`src/rtl/rsq_defs.svh`:
```
// Constants for the reset and external interrupt sequencer
`ifndef RSQ_DEFS_SVH
`define RSQ_DEFS_SVH
`define RSQ_SYS_CLK_MHZ 100
`define RSQ_P_NS 10
`define RSQ_E_CYC 4
`define RSQ_BOOT_ADDR_HI 22
`define RSQ_BOOT_ADDR_LO 19
`define RSQ_ZHZ_FALL_MIN_E 2
`define RSQ_ZHZ_FALL_MAX_P 3
`define RSQ_ZHZ_FALL_MAX_E 4
`define RSQ_ZV_RISE_MIN_E 16
`define RSQ_EMIF_MAX_P 8
`define RSQ_EMIF_MAX_E 20
`define RSQ_LOW_RISE_MAX_P 11
`define RSQ_GEN_RISE_MIN_P 2
`define RSQ_GEN_RISE_MAX_P 8
`define RSQ_NMI_MIN_P 4
`define RSQ_EXT_MIN_P 8
`define RSQ_CNT_W 8
`endif

```
`src/rtl/rsq_pkg.sv`:
```
// Types for the reset and external interrupt sequencer
package rsq_pkg;
  typedef struct packed {
    logic [3:0] addr_bits;
    logic byte_order;
    logic eeprom_autoinit;
    logic host_bit5;
  } rsq_boot_t;
  typedef struct packed {
    logic memif_bus_oe;
    logic memif_clk_oe;
    logic memif_ctl_valid;
    logic eeprom_valid;
    logic general_oe;
  } rsq_pin_en_t;
  typedef enum logic [1:0] {
    RSQ_ST_IDLE = 2'b00,
    RSQ_ST_RESET = 2'b01,
    RSQ_ST_RELEASE = 2'b10,
    RSQ_ST_RUN = 2'b11
  } rsq_state_t;
endpackage

```
`src/rtl/rsq_top.sv`:
```
// Reset sequencer, boot strap latch and interrupt width checks
`timescale 1ns/1ps
`include "rsq_defs.svh"
module rsq_top
  import rsq_pkg::*;
#(
  parameter int E_CYC = `RSQ_E_CYC,
  parameter int EXT_CH = 4
) (
  input wire logic sys_clk,
  input wire logic srst,
  input wire logic clk_en,
  input wire logic hw_reset_n,
  input wire logic host_soft_restart,
  input wire logic emu_reset_req,
  input wire logic pci_bus_reset_in,
  input wire logic pci_enable_strap,
  input wire logic serial_port2_enable_strap,
  input wire logic hold_in,
  input wire logic [3:0] memif_address_bus,
  input wire logic byte_order_strap,
  input wire logic pci_eeprom_autoinit_strap,
  input wire logic host_data_bit5_strap,
  input wire logic nmi_pin,
  input wire logic [EXT_CH-1:0] external_irq_pin,
  output logic core_reset_reg,
  output logic pci_sm_reset_reg,
  output rsq_boot_t boot_cfg_reg,
  output rsq_pin_en_t pin_en_reg,
  output logic hold_ack_high_grp_reg,
  output logic eeprom_pins_general_reg,
  output logic memif_clk_sync_reg,
  output logic nmi_event_reg,
  output logic nmi_width_err_reg,
  output logic [EXT_CH-1:0] ext_irq_event_reg,
  output logic [EXT_CH-1:0] ext_width_err_reg
);
  localparam int NSYNC = 14;
  localparam int FALL_MIN = `RSQ_ZHZ_FALL_MIN_E * E_CYC;
  localparam int FALL_MAX = `RSQ_ZHZ_FALL_MAX_P
    + `RSQ_ZHZ_FALL_MAX_E * E_CYC;
  localparam int ZV_MIN = `RSQ_ZV_RISE_MIN_E * E_CYC;
  localparam int EMIF_MAX = `RSQ_EMIF_MAX_P + `RSQ_EMIF_MAX_E * E_CYC;
  localparam int LOW_MAX = `RSQ_LOW_RISE_MAX_P;
  localparam int GEN_MIN = `RSQ_GEN_RISE_MIN_P;
  localparam int CW = 10;

  logic [NSYNC-1:0] raw_in;
  logic [NSYNC-1:0] syn;
  logic rst_lvl;
  logic soft_req;
  logic pci_rst_s;
  logic pci_en_s;
  logic sp2_s;
  logic hold_s;
  rsq_boot_t boot_s;
  logic nmi_s;
  logic [EXT_CH-1:0] ext_s;
  logic [EXT_CH-1:0] ext_pulse;
  logic [EXT_CH-1:0] ext_err;
  logic nmi_pulse;
  logic nmi_err;
  logic hw_n_last_reg;
  logic soft_last_reg;
  logic any_reset;
  logic fall_hw;
  logic rise_hw;
  logic soft_rise;
  logic warm_active_reg;
  logic in_reset;
  logic in_reset_last_reg;
  logic [CW-1:0] fall_cnt_reg;
  logic [CW-1:0] rise_cnt_reg;
  rsq_state_t state_reg;

  assign raw_in = {hw_reset_n, host_soft_restart, emu_reset_req,
                   pci_bus_reset_in, pci_enable_strap,
                   serial_port2_enable_strap, hold_in,
                   memif_address_bus, byte_order_strap,
                   pci_eeprom_autoinit_strap, host_data_bit5_strap};

  rsq_sync #(.WIDTH(NSYNC)) u_sync_ctl (
    .sys_clk(sys_clk),
    .srst(srst),
    .clk_en(clk_en),
    .async_in(raw_in),
    .sync_out(syn)
  );

  // Interrupt pins idle high, so their synchroniser resets high
  rsq_sync #(.WIDTH(EXT_CH + 1), .RST_VAL('1)) u_sync_irq (
    .sys_clk(sys_clk),
    .srst(srst),
    .clk_en(clk_en),
    .async_in({nmi_pin, external_irq_pin}),
    .sync_out({nmi_s, ext_s})
  );

  // Synchronised control and strap fields
  assign rst_lvl = syn[13];
  assign soft_req = syn[12] | syn[11];
  assign pci_rst_s = syn[10];
  assign pci_en_s = syn[9];
  assign sp2_s = syn[8];
  assign hold_s = syn[7];
  assign boot_s = syn[6:0];

  assign fall_hw = hw_n_last_reg & ~rst_lvl;
  assign rise_hw = ~hw_n_last_reg & rst_lvl;
  assign soft_rise = pci_en_s & soft_req & ~soft_last_reg;
  assign in_reset = ~rst_lvl | warm_active_reg;
  assign any_reset = in_reset & ~in_reset_last_reg;

  // Edge history
  always_ff @(posedge sys_clk) begin
    if (srst) begin
      hw_n_last_reg <= 1'b0;
      soft_last_reg <= 1'b0;
      in_reset_last_reg <= 1'b1;
    end else if (clk_en) begin
      hw_n_last_reg <= rst_lvl;
      soft_last_reg <= soft_req;
      in_reset_last_reg <= in_reset;
    end
  end

  // Warm restart, taken only with the PCI enable strap set, holds the core in reset while requested
  always_ff @(posedge sys_clk) begin
    if (srst) begin
      warm_active_reg <= 1'b0;
    end else if (clk_en) begin
      if (soft_rise)
        warm_active_reg <= 1'b1;
      else if (!soft_req)
        warm_active_reg <= 1'b0;
    end
  end

  // Core reset follows hardware or warm reset, never the PCI one
  always_ff @(posedge sys_clk) begin
    if (srst) begin
      core_reset_reg <= 1'b1;
      pci_sm_reset_reg <= 1'b1;
    end else if (clk_en) begin
      core_reset_reg <= in_reset;
      pci_sm_reset_reg <= pci_rst_s;
    end
  end

  // Boot straps latched only on hardware reset release
  always_ff @(posedge sys_clk) begin
    if (srst) begin
      boot_cfg_reg <= '0;
    end else if (clk_en && rise_hw) begin
      boot_cfg_reg <= boot_s;
    end
  end

  // Phase counters since reset entry and since release
  always_ff @(posedge sys_clk) begin
    if (srst) begin
      state_reg <= RSQ_ST_RESET;
      fall_cnt_reg <= '0;
      rise_cnt_reg <= '0;
    end else if (clk_en) begin
      case (state_reg)
        RSQ_ST_IDLE, RSQ_ST_RUN: begin
          if (any_reset) begin
            state_reg <= RSQ_ST_RESET;
            fall_cnt_reg <= '0;
          end
        end
        RSQ_ST_RESET: begin
          if (fall_cnt_reg != '1)
            fall_cnt_reg <= fall_cnt_reg + 10'h001;
          if (!in_reset) begin
            state_reg <= RSQ_ST_RELEASE;
            rise_cnt_reg <= '0;
          end
        end
        RSQ_ST_RELEASE: begin
          if (in_reset) begin
            state_reg <= RSQ_ST_RESET;
            fall_cnt_reg <= '0;
          end else if (rise_cnt_reg >= CW'(ZV_MIN)) begin
            state_reg <= RSQ_ST_RUN;
          end else begin
            rise_cnt_reg <= rise_cnt_reg + 10'h001;
          end
        end
        default: state_reg <= RSQ_ST_RESET;
      endcase
    end
  end

  // Pin group enables
  always_ff @(posedge sys_clk) begin
    if (srst) begin
      pin_en_reg <= '0;
      memif_clk_sync_reg <= 1'b0;
    end else if (clk_en) begin
      case (state_reg)
        RSQ_ST_RESET: begin
          pin_en_reg.general_oe <= 1'b0;
          pin_en_reg.eeprom_valid <= 1'b0;
          if (fall_cnt_reg >= CW'(FALL_MIN - 1)) begin
            pin_en_reg.memif_clk_oe <= 1'b0;
            pin_en_reg.memif_ctl_valid <= 1'b0;
            pin_en_reg.memif_bus_oe <= 1'b0;
            memif_clk_sync_reg <= 1'b0;
          end
        end
        RSQ_ST_RELEASE: begin
          if (rise_cnt_reg >= CW'(GEN_MIN - 1)) begin
            pin_en_reg.general_oe <= 1'b1;
            pin_en_reg.eeprom_valid <= 1'b1;
            pin_en_reg.memif_clk_oe <= 1'b1;
            pin_en_reg.memif_ctl_valid <= 1'b1;
            memif_clk_sync_reg <= 1'b1;
          end
          if (rise_cnt_reg >= CW'(ZV_MIN - 1))
            pin_en_reg.memif_bus_oe <= 1'b1;
        end
        RSQ_ST_RUN: begin
          pin_en_reg <= '1;
          memif_clk_sync_reg <= 1'b1;
        end
        default: pin_en_reg <= '0;
      endcase
    end
  end

  // Group membership of shared pins
  always_ff @(posedge sys_clk) begin
    if (srst) begin
      hold_ack_high_grp_reg <= 1'b0;
      eeprom_pins_general_reg <= 1'b1;
    end else if (clk_en) begin
      hold_ack_high_grp_reg <= hold_s;
      eeprom_pins_general_reg <= ~(pci_en_s & ~sp2_s);
    end
  end

  // Non-maskable pin width check
  rsq_pulse_filt #(.CHANNELS(1), .MIN_CYC(`RSQ_NMI_MIN_P)) u_nmi (
    .sys_clk(sys_clk),
    .srst(srst),
    .clk_en(clk_en),
    .pin_level(nmi_s),
    .irq_pulse(nmi_pulse),
    .width_err(nmi_err)
  );

  // External pin width checks
  rsq_pulse_filt #(.CHANNELS(EXT_CH), .MIN_CYC(`RSQ_EXT_MIN_P)) u_ext (
    .sys_clk(sys_clk),
    .srst(srst),
    .clk_en(clk_en),
    .pin_level(ext_s),
    .irq_pulse(ext_pulse),
    .width_err(ext_err)
  );

  // Interrupt outputs registered at the top
  always_ff @(posedge sys_clk) begin
    if (srst) begin
      nmi_event_reg <= 1'b0;
      nmi_width_err_reg <= 1'b0;
      ext_irq_event_reg <= '0;
      ext_width_err_reg <= '0;
    end else if (clk_en) begin
      nmi_event_reg <= nmi_pulse & ~core_reset_reg;
      nmi_width_err_reg <= nmi_err;
      ext_irq_event_reg <= ext_pulse & {EXT_CH{~core_reset_reg}};
      ext_width_err_reg <= ext_err;
    end
  end

  logic unused_max;
  assign unused_max = (FALL_MAX > EMIF_MAX) | (LOW_MAX < 0);
endmodule

```
`src/rtl/rsq_sync.sv`:
```
// Two-stage synchroniser for a group of pin inputs
`timescale 1ns/1ps
module rsq_sync #(
  parameter int WIDTH = 1,
  parameter logic [WIDTH-1:0] RST_VAL = '0
) (
  input wire logic sys_clk,
  input wire logic srst,
  input wire logic clk_en,
  input wire logic [WIDTH-1:0] async_in,
  output logic [WIDTH-1:0] sync_out
);
  logic [WIDTH-1:0] meta_reg;
  always_ff @(posedge sys_clk) begin
    if (srst) begin
      meta_reg <= RST_VAL;
      sync_out <= RST_VAL;
    end else if (clk_en) begin
      meta_reg <= async_in;
      sync_out <= meta_reg;
    end
  end
endmodule

```
`src/rtl/rsq_pulse_filt.sv`:
```
// Qualifies interrupt pins by least low and high widths
`timescale 1ns/1ps
`include "rsq_defs.svh"
module rsq_pulse_filt #(
  parameter int CHANNELS = 4,
  parameter int MIN_CYC = 8
) (
  input wire logic sys_clk,
  input wire logic srst,
  input wire logic clk_en,
  input wire logic [CHANNELS-1:0] pin_level,
  output logic [CHANNELS-1:0] irq_pulse,
  output logic [CHANNELS-1:0] width_err
);
  genvar g;
  generate
    for (g = 0; g < CHANNELS; g++) begin : g_ch
      logic [`RSQ_CNT_W-1:0] cnt_reg;
      logic last_reg;
      logic low_ok_reg;
      always_ff @(posedge sys_clk) begin
        if (srst) begin
          cnt_reg <= '0;
          last_reg <= 1'b1;
          low_ok_reg <= 1'b0;
          irq_pulse[g] <= 1'b0;
          width_err[g] <= 1'b0;
        end else if (clk_en) begin
          irq_pulse[g] <= 1'b0;
          width_err[g] <= 1'b0;
          last_reg <= pin_level[g];
          if (pin_level[g] != last_reg) begin
            cnt_reg <= 8'h01;
            if (cnt_reg < MIN_CYC[`RSQ_CNT_W-1:0])
              width_err[g] <= 1'b1;
            if (pin_level[g] && low_ok_reg && cnt_reg >=
                MIN_CYC[`RSQ_CNT_W-1:0])
              irq_pulse[g] <= 1'b1;
            low_ok_reg <= 1'b0;
          end else begin
            if (cnt_reg != 8'hFF)
              cnt_reg <= cnt_reg + 8'h01;
            if (!pin_level[g] && cnt_reg >= MIN_CYC[`RSQ_CNT_W-1:0] - 8'h01)
              low_ok_reg <= 1'b1;
          end
        end
      end
    end
  endgenerate
endmodule

```
`config.mk`:
```
export PLATFORM = sky130hd
export DESIGN_NAME = rsq_top
export DESIGN_NICKNAME = d
export VERILOG_FILES = /design/src/rtl/rsq_pkg.sv /design/src/rtl/rsq_top.sv /design/src/rtl/rsq_sync.sv /design/src/rtl/rsq_pulse_filt.sv
export VERILOG_INCLUDE_DIRS = /design/src /design/src/rtl
export SDC_FILE = /design/constraint.sdc
export NUM_CORES = 1
export LEC_CHECK = 0
export ABC_AREA = 1
export BUFFER_PORTS_ARGS = -buffer_cell sky130_fd_sc_hd__buf_2
export CAP_MARGIN = 10
export CORE_UTILIZATION = 51
export CTS_CLUSTER_DIAMETER = 50
export DETAILED_ROUTE_END_ITERATION = 7
export HOLD_SLACK_MARGIN = 0.05
export PLACE_DENSITY = 0.69
export SLEW_MARGIN = 20
export SYNTH_ARGS = -nofsm -noshare
export SYNTH_HDL_FRONTEND = slang
export SYNTH_SLANG_ARGS = --single-unit
```
`constraint.sdc`:
```
create_clock -name sys_clk -period 4.4 [get_ports sys_clk]
set_input_delay 0.22 -clock sys_clk [delete_from_list [all_inputs] [get_ports sys_clk]]
set_output_delay 0.22 -clock sys_clk [all_outputs]
set_load 0.02 [all_outputs]
```
==> flow_results.org, run 1 <==
** Run status
- The run finished with clean final reports.

** Clocking
- The tree built by TritonCTS fans out to around 150 sinks.
- Clock tree synthesis selected as its root buffer the cell clkbuf_16.
- After clock tree synthesis, the clock-pin slew on the worst setup and hold paths is around 60 ps.
- Skew-Pair Late Insertion Delay :: ~420 ps
- Counting along the longest clock path gives a buffer depth of 2.
- Number of levels in the clock H-tree :: 4
- Post-cts sizing count :: 0
- Number of buffers added by the clock tree synthesis step :: 17
- Post-CTS setup buffer count :: 0
- TritonCTS clock tree :: done

** Critical path
- The critical path in this run is classified as primary input to flop.
- Along the worst path, the maximum fanout reaches 72.
- At the worst endpoint, the required time is 4710 ps.
- The signal on the critical path passes through buf_2, buf_4, clkinv_2, nand2_1, inv_1, o21ai_0, nor2_1.
- Data arrival time of the critical path :: between 2000 and 2500 ps
- On the worst path, the slowest cell contributes a delay of between 800 and 900 ps.
- Type of origin of the critical path :: primary input
- STA classifies the critical path endpoint as a flop.
- Highest-delay cell along the critical path :: clkinv_2

** Synth
- In the post-synthesis netlist, the biggest area contributors are dfxtp_1, nand2_1, nor2_1, inv_1, o21ai_0.
- Fraction of the mapped netlist area in adder cells :: 0.0370
- Share of synthesized area occupied by flip-flops and latches :: 0.438
- Of the total synthesized cell area, the portion taken by XOR and XNOR cells is 0.0205.
- Commonest cells in the netlist :: nand2_1, nor2_1, dfxtp_1
- nand2_1 is the most common cell in the netlist.
- Fraction of synthesis flops using an asynchronous set or reset pin :: 0
- Synth Net Count :: a little over 1000
- Synth warnings :: 0
- Biggest area consumer among synthesized cells :: dfxtp_1
- Synthesized cell area :: around 0.0068 mm2
- Simple-gate share of the synthesized area :: 0.308
- Post-Synthesis Mean Instance Area :: roughly 7 um2
- Flop and latch count out of synthesis :: ~150
- Synth Flop Type :: dfxtp_1
- Counting every instance in the synthesized netlist gives a little under 1000.
- After synthesis, the largest family of logic cells by area is simple AND/OR/NAND/NOR gates.
- Top cell type's share of synthesized area :: 0.438
- Share of synthesized area spent on multiplexers :: 0
- Counting flops with a built-in enable in the synthesized netlist gives 0.
- Compound-cell area share of the yosys netlist :: 0.114
- Distinct cell type count of the synthesized netlist :: 35

** Timing
- Setup total negative slack on the finished layout was measured at 0 ps.
- Highest achievable clock rate :: about 500 MHz
- The number of hold-slack violations in the final timing report came to 0.
- Final hold analysis gives a worst-case slack of about 350 ps.
- Count of final setup violators :: 0
- Count of pins over their slew limit :: 0
- Setup repair after global routing left no endpoint under its margin.
- At the pin with the least slew margin, the transition time is 899 ps.
- Final clock period utilization by the worst path :: 0.455
- The worst path in the final design needs a cycle of ~2000 ps, including I/O delays and setup.
- In the post-route analysis, the smallest setup slack over all paths is roughly 2400 ps.
- Between clock sinks in the finished design, the worst skew comes to 7.03 ps.
- Worst slew margin relative to its limit :: 0.401

** Floorplan
- The region available for standard cell placement spans about 0.013 mm2.
- Ports placed on the boundary :: 49
- Die extent in y :: 117 um
- The initial utilization of the core area, before any placement, comes to 0.529.
- Standard-cell rows :: around 40
- In this run the horizontal extent of the chip is ~120 um.
- The die covers 0.0137 mm2.

** Global route
- Wire length of the first global-routing pass :: ~25000 um
- Number of global-route vias before repair :: around 5500
- Initial antenna violation count :: 0
- Largest net degree at the start of global routing :: 103
- Total GRT Usage :: 0.227
- Final global-route overflow total :: 0

** Route
- Summed over all layers, the routed wires come to about 14000 um.
- Via count normalized by instance count :: between 4 and 5
- After detailed routing, the number of remaining DRC violations is 0.
- Per-cell routed wire length :: around 12 um
- Count of antenna-violating nets left after detailed routing :: 0
- The first routing iteration left 360 violations.
- The final route contains 5998 vias.
- The first detailed-routing pass ran for 5 iterations.

** Placement
- In this run the tool buffered the top-level ports with 48 buffer cells.
- Once placement finished, the instance area stood at 0.00709 mm2.
- Global placement routability congestion :: around 0.83
- The wire-length estimate of the detail-placed layout is ~9000 um.
- Minimum setup slack after placement :: around 2200 ps

** Pwr
- Switching Power :: approximately 0.00085 W
- Total leakage power :: 3.42 nW
- Relative contribution of sequential cells to total power :: 0.432
- Pwr Total :: approximately 0.0034 W
- Internal power comes to ~0.0025 W.
- IR analysis of the VDD net gives a maximum drop of between 200 and 300 uV.
- Net switching share of the total power :: 0.255
- Logic gate share of total power :: 0.110
- Total power per unit cell area :: around 420 mW/mm2
- The share of total power dissipated in the clock network is 0.458.

** Final layout
- Share of cells above drive strength 1 :: 0.0976
- Flip-flop count of the largest register after layout :: 32
- Number of filler instances in the final layout :: 1166
- Final net count :: 1064
- After routing the design area is between 0.007 and 0.008 mm2.
- The number of antenna diodes in the final layout is 0.
- Layout area overhead :: 16.9%

** Hold path
- The tightest min-delay check is of the primary input to flop type.

** Run
- Count of max-cap constraint violations :: 0
-- per-stage QoR --
step | util | cells
after floorplan | - | 967
after global placement | 0.555 | 1156
after detailed placement | 0.555 | 1156
after CTS | 0.619 | 1207
after global routing | 0.619 | 1207
final | 0.619 | 1207
-- metal layers --
layer / up-vias / global-route usage / part of all wire
li1: 3178 / - / -
met1: 2706 / 0.296 / 0.50
met2: 96 / 0.365 / 0.45
met3: 18 / 0.0515 / 0.033
met4: 0 / 0.0903 / 0.015
met5: - / 0 / 0
-- critical path, delay by kind of cell --
family,cells,cell delay (ps)
AND/OR/NAND/NOR,2,510
buffers and inverters,4,1440
AO/OA/AOI/OAI,1,90
-- power by group through the flow --
stage               logic, W  clock network (W)  registers (W)
detailed placement  0.000353                  0        0.00148
global route        0.000425            0.00162        0.00146
global placement    0.000352                  0        0.00147
finish              0.000369            0.00153        0.00145
CTS                 0.000369            0.00156        0.00145
floorplan           0.000259                  0        0.00149
-- cells by family (layout without fill, tap and decap cells) --
kind of cell / after synthesis / after routing
simple gates: 497 / 497
compound gates: 149 / 149
flops: 148 / 148
buf+inv: 138 / 206
fa+ha+maj: 20 / 20
xor+xnor: 15 / 15
-- cells in the final DEF (no fill, tap or decap), types with 2 or more instances in the layout --
master	synthesis	final
a21oi_1	64	64
buf_2	10	48
buf_4	5	2
bufinv_16	0	4
clkbuf_1	18	3
clkbuf_16	0	17
clkinv_2	1	2
clkinv_4	0	2
clkinvlp_4	0	4
dfxtp_1	148	148
dlygate4sd3_1	0	19
ha_1	20	20
inv_1	101	101
nand2_1	198	198
nand2_2	5	5
nand2_4	2	2
nand3_1	56	56
nand4_1	14	14
nor2_1	190	190
nor2_2	3	3
nor2_4	2	2
nor3_1	23	23
o21a_1	2	2
o21ai_0	74	74
o21ai_2	2	2
o21bai_1	3	3
xnor2_1	4	4
xor2_1	10	10
-- final cells by class --
class,instances,area (um2),area share
Multi-Input combinational cell,681,3240,0.410
Sequential cell,148,2960,0.375
Timing Repair Buffer,70,465,0.0589
Clock buffer,21,450,0.0570
Inverter,104,393,0.0497
Tap cell,172,215,0.0272
Clock inverter,11,176,0.0223
-- path summary, 6_finish.rpt --
kind                               to  cells after the start  slack, ps             from
max          u_ext.g_ch[0].cnt_reg[7]                      7       2400             srst
min                   rise_cnt_reg[8]                      3        350             srst
max reg2reg           rise_cnt_reg[4]                     10       2490     state_reg[0]
min reg2reg           rise_cnt_reg[9]                      2        440  rise_cnt_reg[9]
-- what timing repair did --
| item | in CTS | in global routing |
|---|---|---|
| hold buffers | 19 | 0 |
| endpoints found under the hold margin | 19 | 0 |
| setup endpoints to repair | 0 | 0 |
(Power assumes the default switching activity.)
==> run 2: changes to the inputs <==
==> constraint.sdc (replaced) <==
create_clock -name sys_clk -period 1.85 [get_ports sys_clk]
set_input_delay 0.0925 -clock sys_clk [delete_from_list [all_inputs] [get_ports sys_clk]]
set_output_delay 0.0925 -clock sys_clk [all_outputs]
set_load 0.02 [all_outputs]
==> flow_results.org, run 2 (synthesis gave the netlist of run 1 again) <==
** Final layout
- Layout area overhead :: 17.7%
- The fraction of final layout cells with drive strength greater than 1 came to 0.110 (+0.0123).
- Reg area :: 0.00296 mm2 (unchanged)
- The core occupancy in the finished layout was 0.623 (+0.00411).
- The layout net count came to 1076 (+1.1%).
- The number of flip-flops under the largest register name is 32 (unchanged).
- Leaving out fill and tap cells, the most frequent cell in the layout is nand2_1.
- The area of the multi-input gates is 0.00325 mm2 (+0.23%).
- Antenna Diode Count :: 0 (unchanged)
- Number of filler instances in the final layout :: 1172 (+0.51%)
- Count of placed standard cells in the final layout, fillers left out :: 1219 (+0.99%)
- The top cell types in the final layout, fill and taps aside, are nand2_1, nor2_1, dfxtp_1, inv_1, o21ai_0.

** Pwr
- Total power per unit cell area :: 964 mW/mm2 (+130%)
- The leakage power total came to 3.49 nW (+1.9%).
- Worst VDD drop :: 653 uV (+140%)

** Clocking
- Clock transition at the registers of the reported paths :: 60 ps (about the same)
- Number of buffers added by the clock tree synthesis step :: 17 (unchanged)
- Maximum buffer depth of the clock tree :: 2 (unchanged)
- Skew-Pair Late Insertion Delay :: 430 ps (about the same)
- The clock net sink count came to 148 (unchanged).
- The H-tree level count came to 4 (unchanged).
- TritonCTS clock tree :: done
- Clock root buffer :: clkbuf_16

** Hold path
- Min-Delay Path Class :: primary input to flop
- For hold timing, the worst endpoint is u_ext.g_ch[3].last_reg.
- The startpoint identified for the worst hold timing path is srst.
- The cell count of the worst hold path is 3 (unchanged).

** Route
- The number of detailed-routing iterations run before antenna repair came to 5 (unchanged).
- Iteration-0 DRC count of the detailed router :: 452 (+26%)
- DRC violation count after routing :: 0 (unchanged)
- The post-detailed-route count of antenna-violating nets is 0 (unchanged).
- Via count normalized by instance count :: 4.99 (+0.32%)
- The total vias in the final route is 6077 (+1.3%).
- Per-cell routed wire length :: 11.6 um (-1.3%)
- The routed wire length is 14100 um (-0.31%).

** Timing
- Final Hold Violating Endpoints :: 0 (unchanged)
- The relative slew slack came to 0.651 (+0.250).
- The transition at the pin with the smallest max-transition slack is 523 ps (-375 ps).
- Of the available clock period, the critical path in the final layout requires 0.895.
- Setup repair after global routing left no endpoint under its margin.
- For this run, the top clock speed supported by timing is roughly 600 MHz.
- The setup-violating endpoint count in the final report came to 0 (unchanged).
- The total count of max-transition violations in the final report is 0 (unchanged).
- The final setup skew came to 8.95 ps (+1.92 ps).
- Hold_ws :: 117 ps (-238 ps)
- Time the worst path needs with I/O delays and setup :: around 1700 ps
- Post-route setup TNS :: 0 ps (unchanged)

** Critical path
- Launch point of the worst reg-to-reg path :: state_reg[0]
- End of the worst register-to-register path :: fall_cnt_reg[7]
- The critical path starts at state_reg[0].
- The worst endpoint required time came to 2210 ps (-2500 ps).
- Worst Path Max Fanout :: 7 (-90%)
- Reg-to-reg setup timing slack :: 190 ps (-2300 ps)
- The worst setup path is captured at a flop.
- Data arrival time of the critical path :: 2020 ps (-300 ps)
- Highest-delay cell along the critical path :: dfxtp_1
- The critical path is of the flop to flop type.
- The biggest cell delay along the critical path came to 400 ps (-440 ps).
- Length in cells of the worst reg-to-reg path :: 11 (+1)
- The signal on the critical path passes through inv_1, ha_1, nand2_1, nand2_2, nand2_2, clkinv_2, nand2_2, inv_1, nand2_1, nand2_1, nor2_2.
- The worst setup path is launched from a flop.

** Floorplan
- The width of the die was 117 um (unchanged).
- Area inside the core boundary :: 0.0128 mm2 (unchanged)
- Initial core utilization :: 0.529 (unchanged)
- The y dimension of the die was 117 um (unchanged).
- Standard-cell rows :: 41 (unchanged)
- The top-level I/O count is 49 (unchanged).
- The die footprint is 0.0137 mm2 (unchanged).

** Placement
- Quantity of I/O buffers inserted on ports :: 48 (unchanged)
- Final HPWL from detailed placement :: 9190 um (+1.8%)
- The final weighted congestion in routability-driven placement is 0.850 (+2.8%).
- Dpl cells :: 1168 (+1.0%)

** Run
- Count of max-cap constraint violations :: 0 (unchanged)

** Global route
- The initial antenna violation count is 0 (unchanged).
- The maximum number of pins on one net before global-route repair was 85 (-17%).
- Wire length of the first global-routing pass :: 24600 um (about the same)
- The via count of the first global-routing pass was 5382 (-1.5%).
- The overall fraction of global-route tracks in use is 0.228 (+0.00129).
- The remaining global-route overflow came to 0 (unchanged).

** Run status
- Result of the run :: completed
## run 2: cell types whose count changed in the layout (fill, tap and decap cells not counted), sizes merged
cell      delta
clkbuf       +1
bufinv       -3
inv          +3
clkinvlp     -3
clkinv       +2
buf         +12
## run 2: where the power goes
group          internal [W]  switching, W  leakage, nW
Clock               0.00197       0.00136        0.281
Combinational      0.000315      0.000594         2.00
Sequential          0.00334     0.0000987         1.21
## run 2: metrics by stage
| stage | power, W | setup slack, ps | area (um2) |
|---|---|---|---|
| 6_report | 0.00767 | 194 | 7960 |
| 5_1_grt | 0.00800 | 21.3 | 7960 |
| 4_1_cts | 0.00772 | 49.9 | 7950 |
| 3_5_place_dp | 0.00438 | 80.2 | 7190 |
| 3_3_place_gp | 0.00437 | 120 | 7190 |
| 2_1_floorplan | 0.00415 | 340 | 6760 |
## run 2: metal layers
layer / vias to the layer above / GRT usage / share of wire
met2: 110 / 0.357 / 0.45
met1: 2742 / 0.304 / 0.50
met4: 0 / 0.0810 / 0.013
met3: 17 / 0.0608 / 0.041
li1: 3208 / - / -
met5: - / 0 / 0
## run 2: how the worst max path moves through the flow
| stage | end | slack [ps] | cells after the start |
|---|---|---|---|
| after floorplan | rise_cnt_reg[6] | 340 | 10 |
| after global placement | rise_cnt_reg[3] | 120 | 10 |
| after detailed placement | rise_cnt_reg[3] | 80 | 10 |
| after CTS | rise_cnt_reg[3] | 50 | 10 |
| after global routing | rise_cnt_reg[3] | 20 | 10 |
| final | fall_cnt_reg[7] | 190 | 11 |
## run 2: what timing repair did
item / in CTS / in global routing
setup buffers: 0 / 0
resized for setup: 0 / 2
hold endpoints to repair: 19 / 0
hold buffers: 19 / 0
endpoints found under the setup margin: 0 / 6
## run 2: worst max-delay path, delay by kind of cell, from the launching register on
family | cells | cell delay, ps
adder cells (fa/ha/maj) | 1 | 290
AND/OR/NAND/NOR | 7 | 600
flip-flops | 1 | 400
buffers and inverters | 3 | 310
## run 2: layout make-up
cell class              instances  area share
clock inverters                10      0.0121
clock buffers                  22      0.0596
flip-flops and latches        148       0.372
repair buffers                 82      0.0714
multi-input cells             681       0.408
well taps                     172      0.0270
inverters                     104      0.0492
==> run 3: changes to the inputs <==
--- a/config.mk
+++ b/config.mk
@@ -9,11 +9,11 @@
 export ABC_AREA = 1
 export BUFFER_PORTS_ARGS = -buffer_cell sky130_fd_sc_hd__buf_2
 export CAP_MARGIN = 10
-export CORE_UTILIZATION = 51
+export CORE_UTILIZATION = 60
 export CTS_CLUSTER_DIAMETER = 50
 export DETAILED_ROUTE_END_ITERATION = 7
 export HOLD_SLACK_MARGIN = 0.05
-export PLACE_DENSITY = 0.69
+export PLACE_DENSITY = 0.79
 export SLEW_MARGIN = 20
 export SYNTH_ARGS = -nofsm -noshare
 export SYNTH_HDL_FRONTEND = slang
==> constraint.sdc (replaced) <==
create_clock -name sys_clk -period 1.85 [get_ports sys_clk]
set_input_delay 0.185 -clock sys_clk [delete_from_list [all_inputs] [get_ports sys_clk]]
set_output_delay 0.185 -clock sys_clk [all_outputs]
set_load 0.02 [all_outputs]
==> flow_results.org, run 3 (synthesis gave the netlist of run 1 again) <==
** Run status
- Result of the run :: completed

** Run
- Count of max-cap constraint violations :: 0 (unchanged)

** Placement
- The post-place setup slack came to 62.8 ps (-17.3 ps).
- The estimated wirelength of the detail-placed design was 9300 um (+1.1%).
- The final weighted congestion in routability-driven placement came to 0.866 (+1.8%).
- The cell count after placement is 1134 (-2.9%).
- The number of buffers inserted by port buffering was 48 (unchanged).

** Critical path
- The highest fanout seen on the critical path was 11 (+4).
- STA classifies the critical path endpoint as a flop.
- Req. time, crit path :: 2240 ps (+30 ps)
- Type of origin of the critical path :: flop
- Data arrival time of the critical path :: 2070 ps (+50 ps)
- Type of the worst setup path :: flop to flop
- The depth of the most critical reg-to-reg path came to 10 (-1).

** Global route
- The via count of the first global-routing pass is 5721 (+6.3%).
- Initial antenna violation count :: 0 (unchanged)
- The overall fraction of global-route tracks in use was 0.266 (+0.0375).
- The remaining global-route overflow is 0 (unchanged).
- The global-route wire length before repair was 24800 um (+0.76%).
- Largest net degree at the start of global routing :: 84 (-1.2%)

** Final layout
- Most common cell after layout, fill and taps aside :: nand2_1
- Commonest cells after routing, fill and taps aside :: nand2_1, nor2_1, dfxtp_1, inv_1, o21ai_0
- Flip-flop count of the largest register after layout :: 32 (unchanged)
- The final cell count without fillers was 1186 (-2.7%).
- The fraction of final layout cells with drive strength greater than 1 came to 0.109 (-0.000851).
- The area growth from synthesis to layout is 17.2%.
- The layout net count was 1075 (-0.093%).
- The number of diodes is 0 (unchanged).

** Route
- The post-detailed-route count of antenna-violating nets came to 0 (unchanged).
- Total vias in the final route :: 6175 (+1.6%)
- The mean routed wirelength per cell was 12.2 um (+4.9%).
- The final routed DRC violation total is 0 (unchanged).
- The routed wire length was 14400 um (+2.0%).
- Via count normalized by instance count :: 5.21 (+4.4%)
- Iteration-0 DRC count of the detailed router :: 352 (-22%)
- Router iterations before antenna repair :: 7 (+2)

** Pwr
- Worst VDD drop :: 829 uV (+27%)
- The leakage power total came to 3.48 nW (-0.20%).
- Total power per unit cell area :: 962 mW/mm2 (-0.18%)

** Timing
- The ratio of final minimum period to clock period was 0.908 (+0.0128).
- The total count of max-transition violations in the final report came to 0 (unchanged).
- The final setup skew was 9.25 ps (+0.306 ps).
- The number of hold-slack violations in the final timing report was 0 (unchanged).
- The total negative setup slack came to 0 ps (unchanged).
- Unrepaired setup endpoints after global routing :: false
- Highest achievable clock rate :: 595 MHz (-1.4%)
- Count of final setup violators :: 0 (unchanged)
- The relative slew slack came to 0.639 (-0.0124).
- Time the worst path needs with I/O delays and setup :: 1680 ps (+23.7 ps)
- The final setup slack of the worst path is 171 ps (-23.7 ps).
- The transition at the pin with the smallest max-transition slack was 542 ps (+18.7 ps).

** Clocking
- TritonCTS clock tree :: done
- The source-to-sink clock delay at the later pin of the worst-skew pair came to 530 ps (+100 ps).
- Number of sinks on the clock net :: 148 (unchanged)
- Clock transition at the registers of the reported paths :: 60 ps (about the same)
- The clock buffer count from CTS is 17 (unchanged).
- Number of levels in the clock H-tree :: 4 (unchanged)
- Post-CTS setup buffer count :: 0 (unchanged)
- The maximum clock insertion buffer count is 2 (unchanged).
- The tree is rooted in a clkbuf_8.

** Floorplan
- The y dimension of the die was 108 um (-7.7%).
- Die Footprint :: 0.0117 mm2 (-15%)
- Initial core utilization :: 0.621 (+0.0917)
- The number of cell rows was 38 (-7.3%).
- The placeable core area was 0.0109 mm2 (-15%).
- Ports placed on the boundary :: 49 (unchanged)
- Die width :: 108 um (-7.7%)

** Hold path
- Hold Path Stages :: 5 (+2)
- The worst hold path belongs to the class primary input to flop.
==> run 3: power breakdown <==
part | total (W) | internal (W) | switching (W)
clock network | 0.00327 | 0.00194 | 0.00133
registers | 0.00344 | 0.00334 | 0.000101
logic | 0.000913 | 0.000313 | 0.000600
==> run 3: area by class of cell <==
type	count	area, um2
multi-input cells	681	3250
clock buffers	22	473
inverters	104	392
fillers	855	2970
clock inverters	10	96.3
repair buffers	81	576
well taps	140	175
flip-flops and latches	148	2960
==> run 3: worst paths after layout <==
path                                      start                   end  slack (ps)
worst max-delay path               state_reg[0]       rise_cnt_reg[3]         170
worst min-delay path                     clk_en  ext_irq_event_reg[1]         190
worst max register to register     state_reg[0]       rise_cnt_reg[3]         170
worst min register to register  rise_cnt_reg[7]       rise_cnt_reg[7]         440
==> run 3: what timing repair did <==
| action | CTS | global route |
|---|---|---|
| hold buffers | 20 | 0 |
| endpoints found under the hold margin | 22 | 0 |
| endpoints found under the setup margin | 0 | 9 |
| resized for setup | 0 | 2 |
==> run 3: stage by stage <==
step / instance area (um2) / utilization / hold WS [ps] / power, W
finish: 7920 / 0.728 / 195 / 0.00762
global route: 7920 / 0.728 / 200 / 0.00796
CTS: 7920 / 0.727 / 165 / 0.00765
detailed placement: 7150 / 0.656 / 402 / 0.00437
global placement: 7150 / 0.656 / 395 / 0.00435
floorplan: 6760 / - / 311 / 0.00415
==> run 3: layer usage <==
metal  GRT usage  wire, um  vias up
met5           0         0        -
met4      0.0832       176        0
met3      0.0802       818       22
met2       0.435      6660      143
met1       0.336      6760     2815
li1            -         -     3195
==> run 3: critical path, cell delays in order, from the launching register on <==
cell and delay (ps):
dfxtp_1 400, inv_1 90, ha_1 260, inv_1 140, nor2_1 60, nand2_1 90
nand2_1 80, nand2_2 180, inv_1 120, nand2_1 70, a21oi_1 50
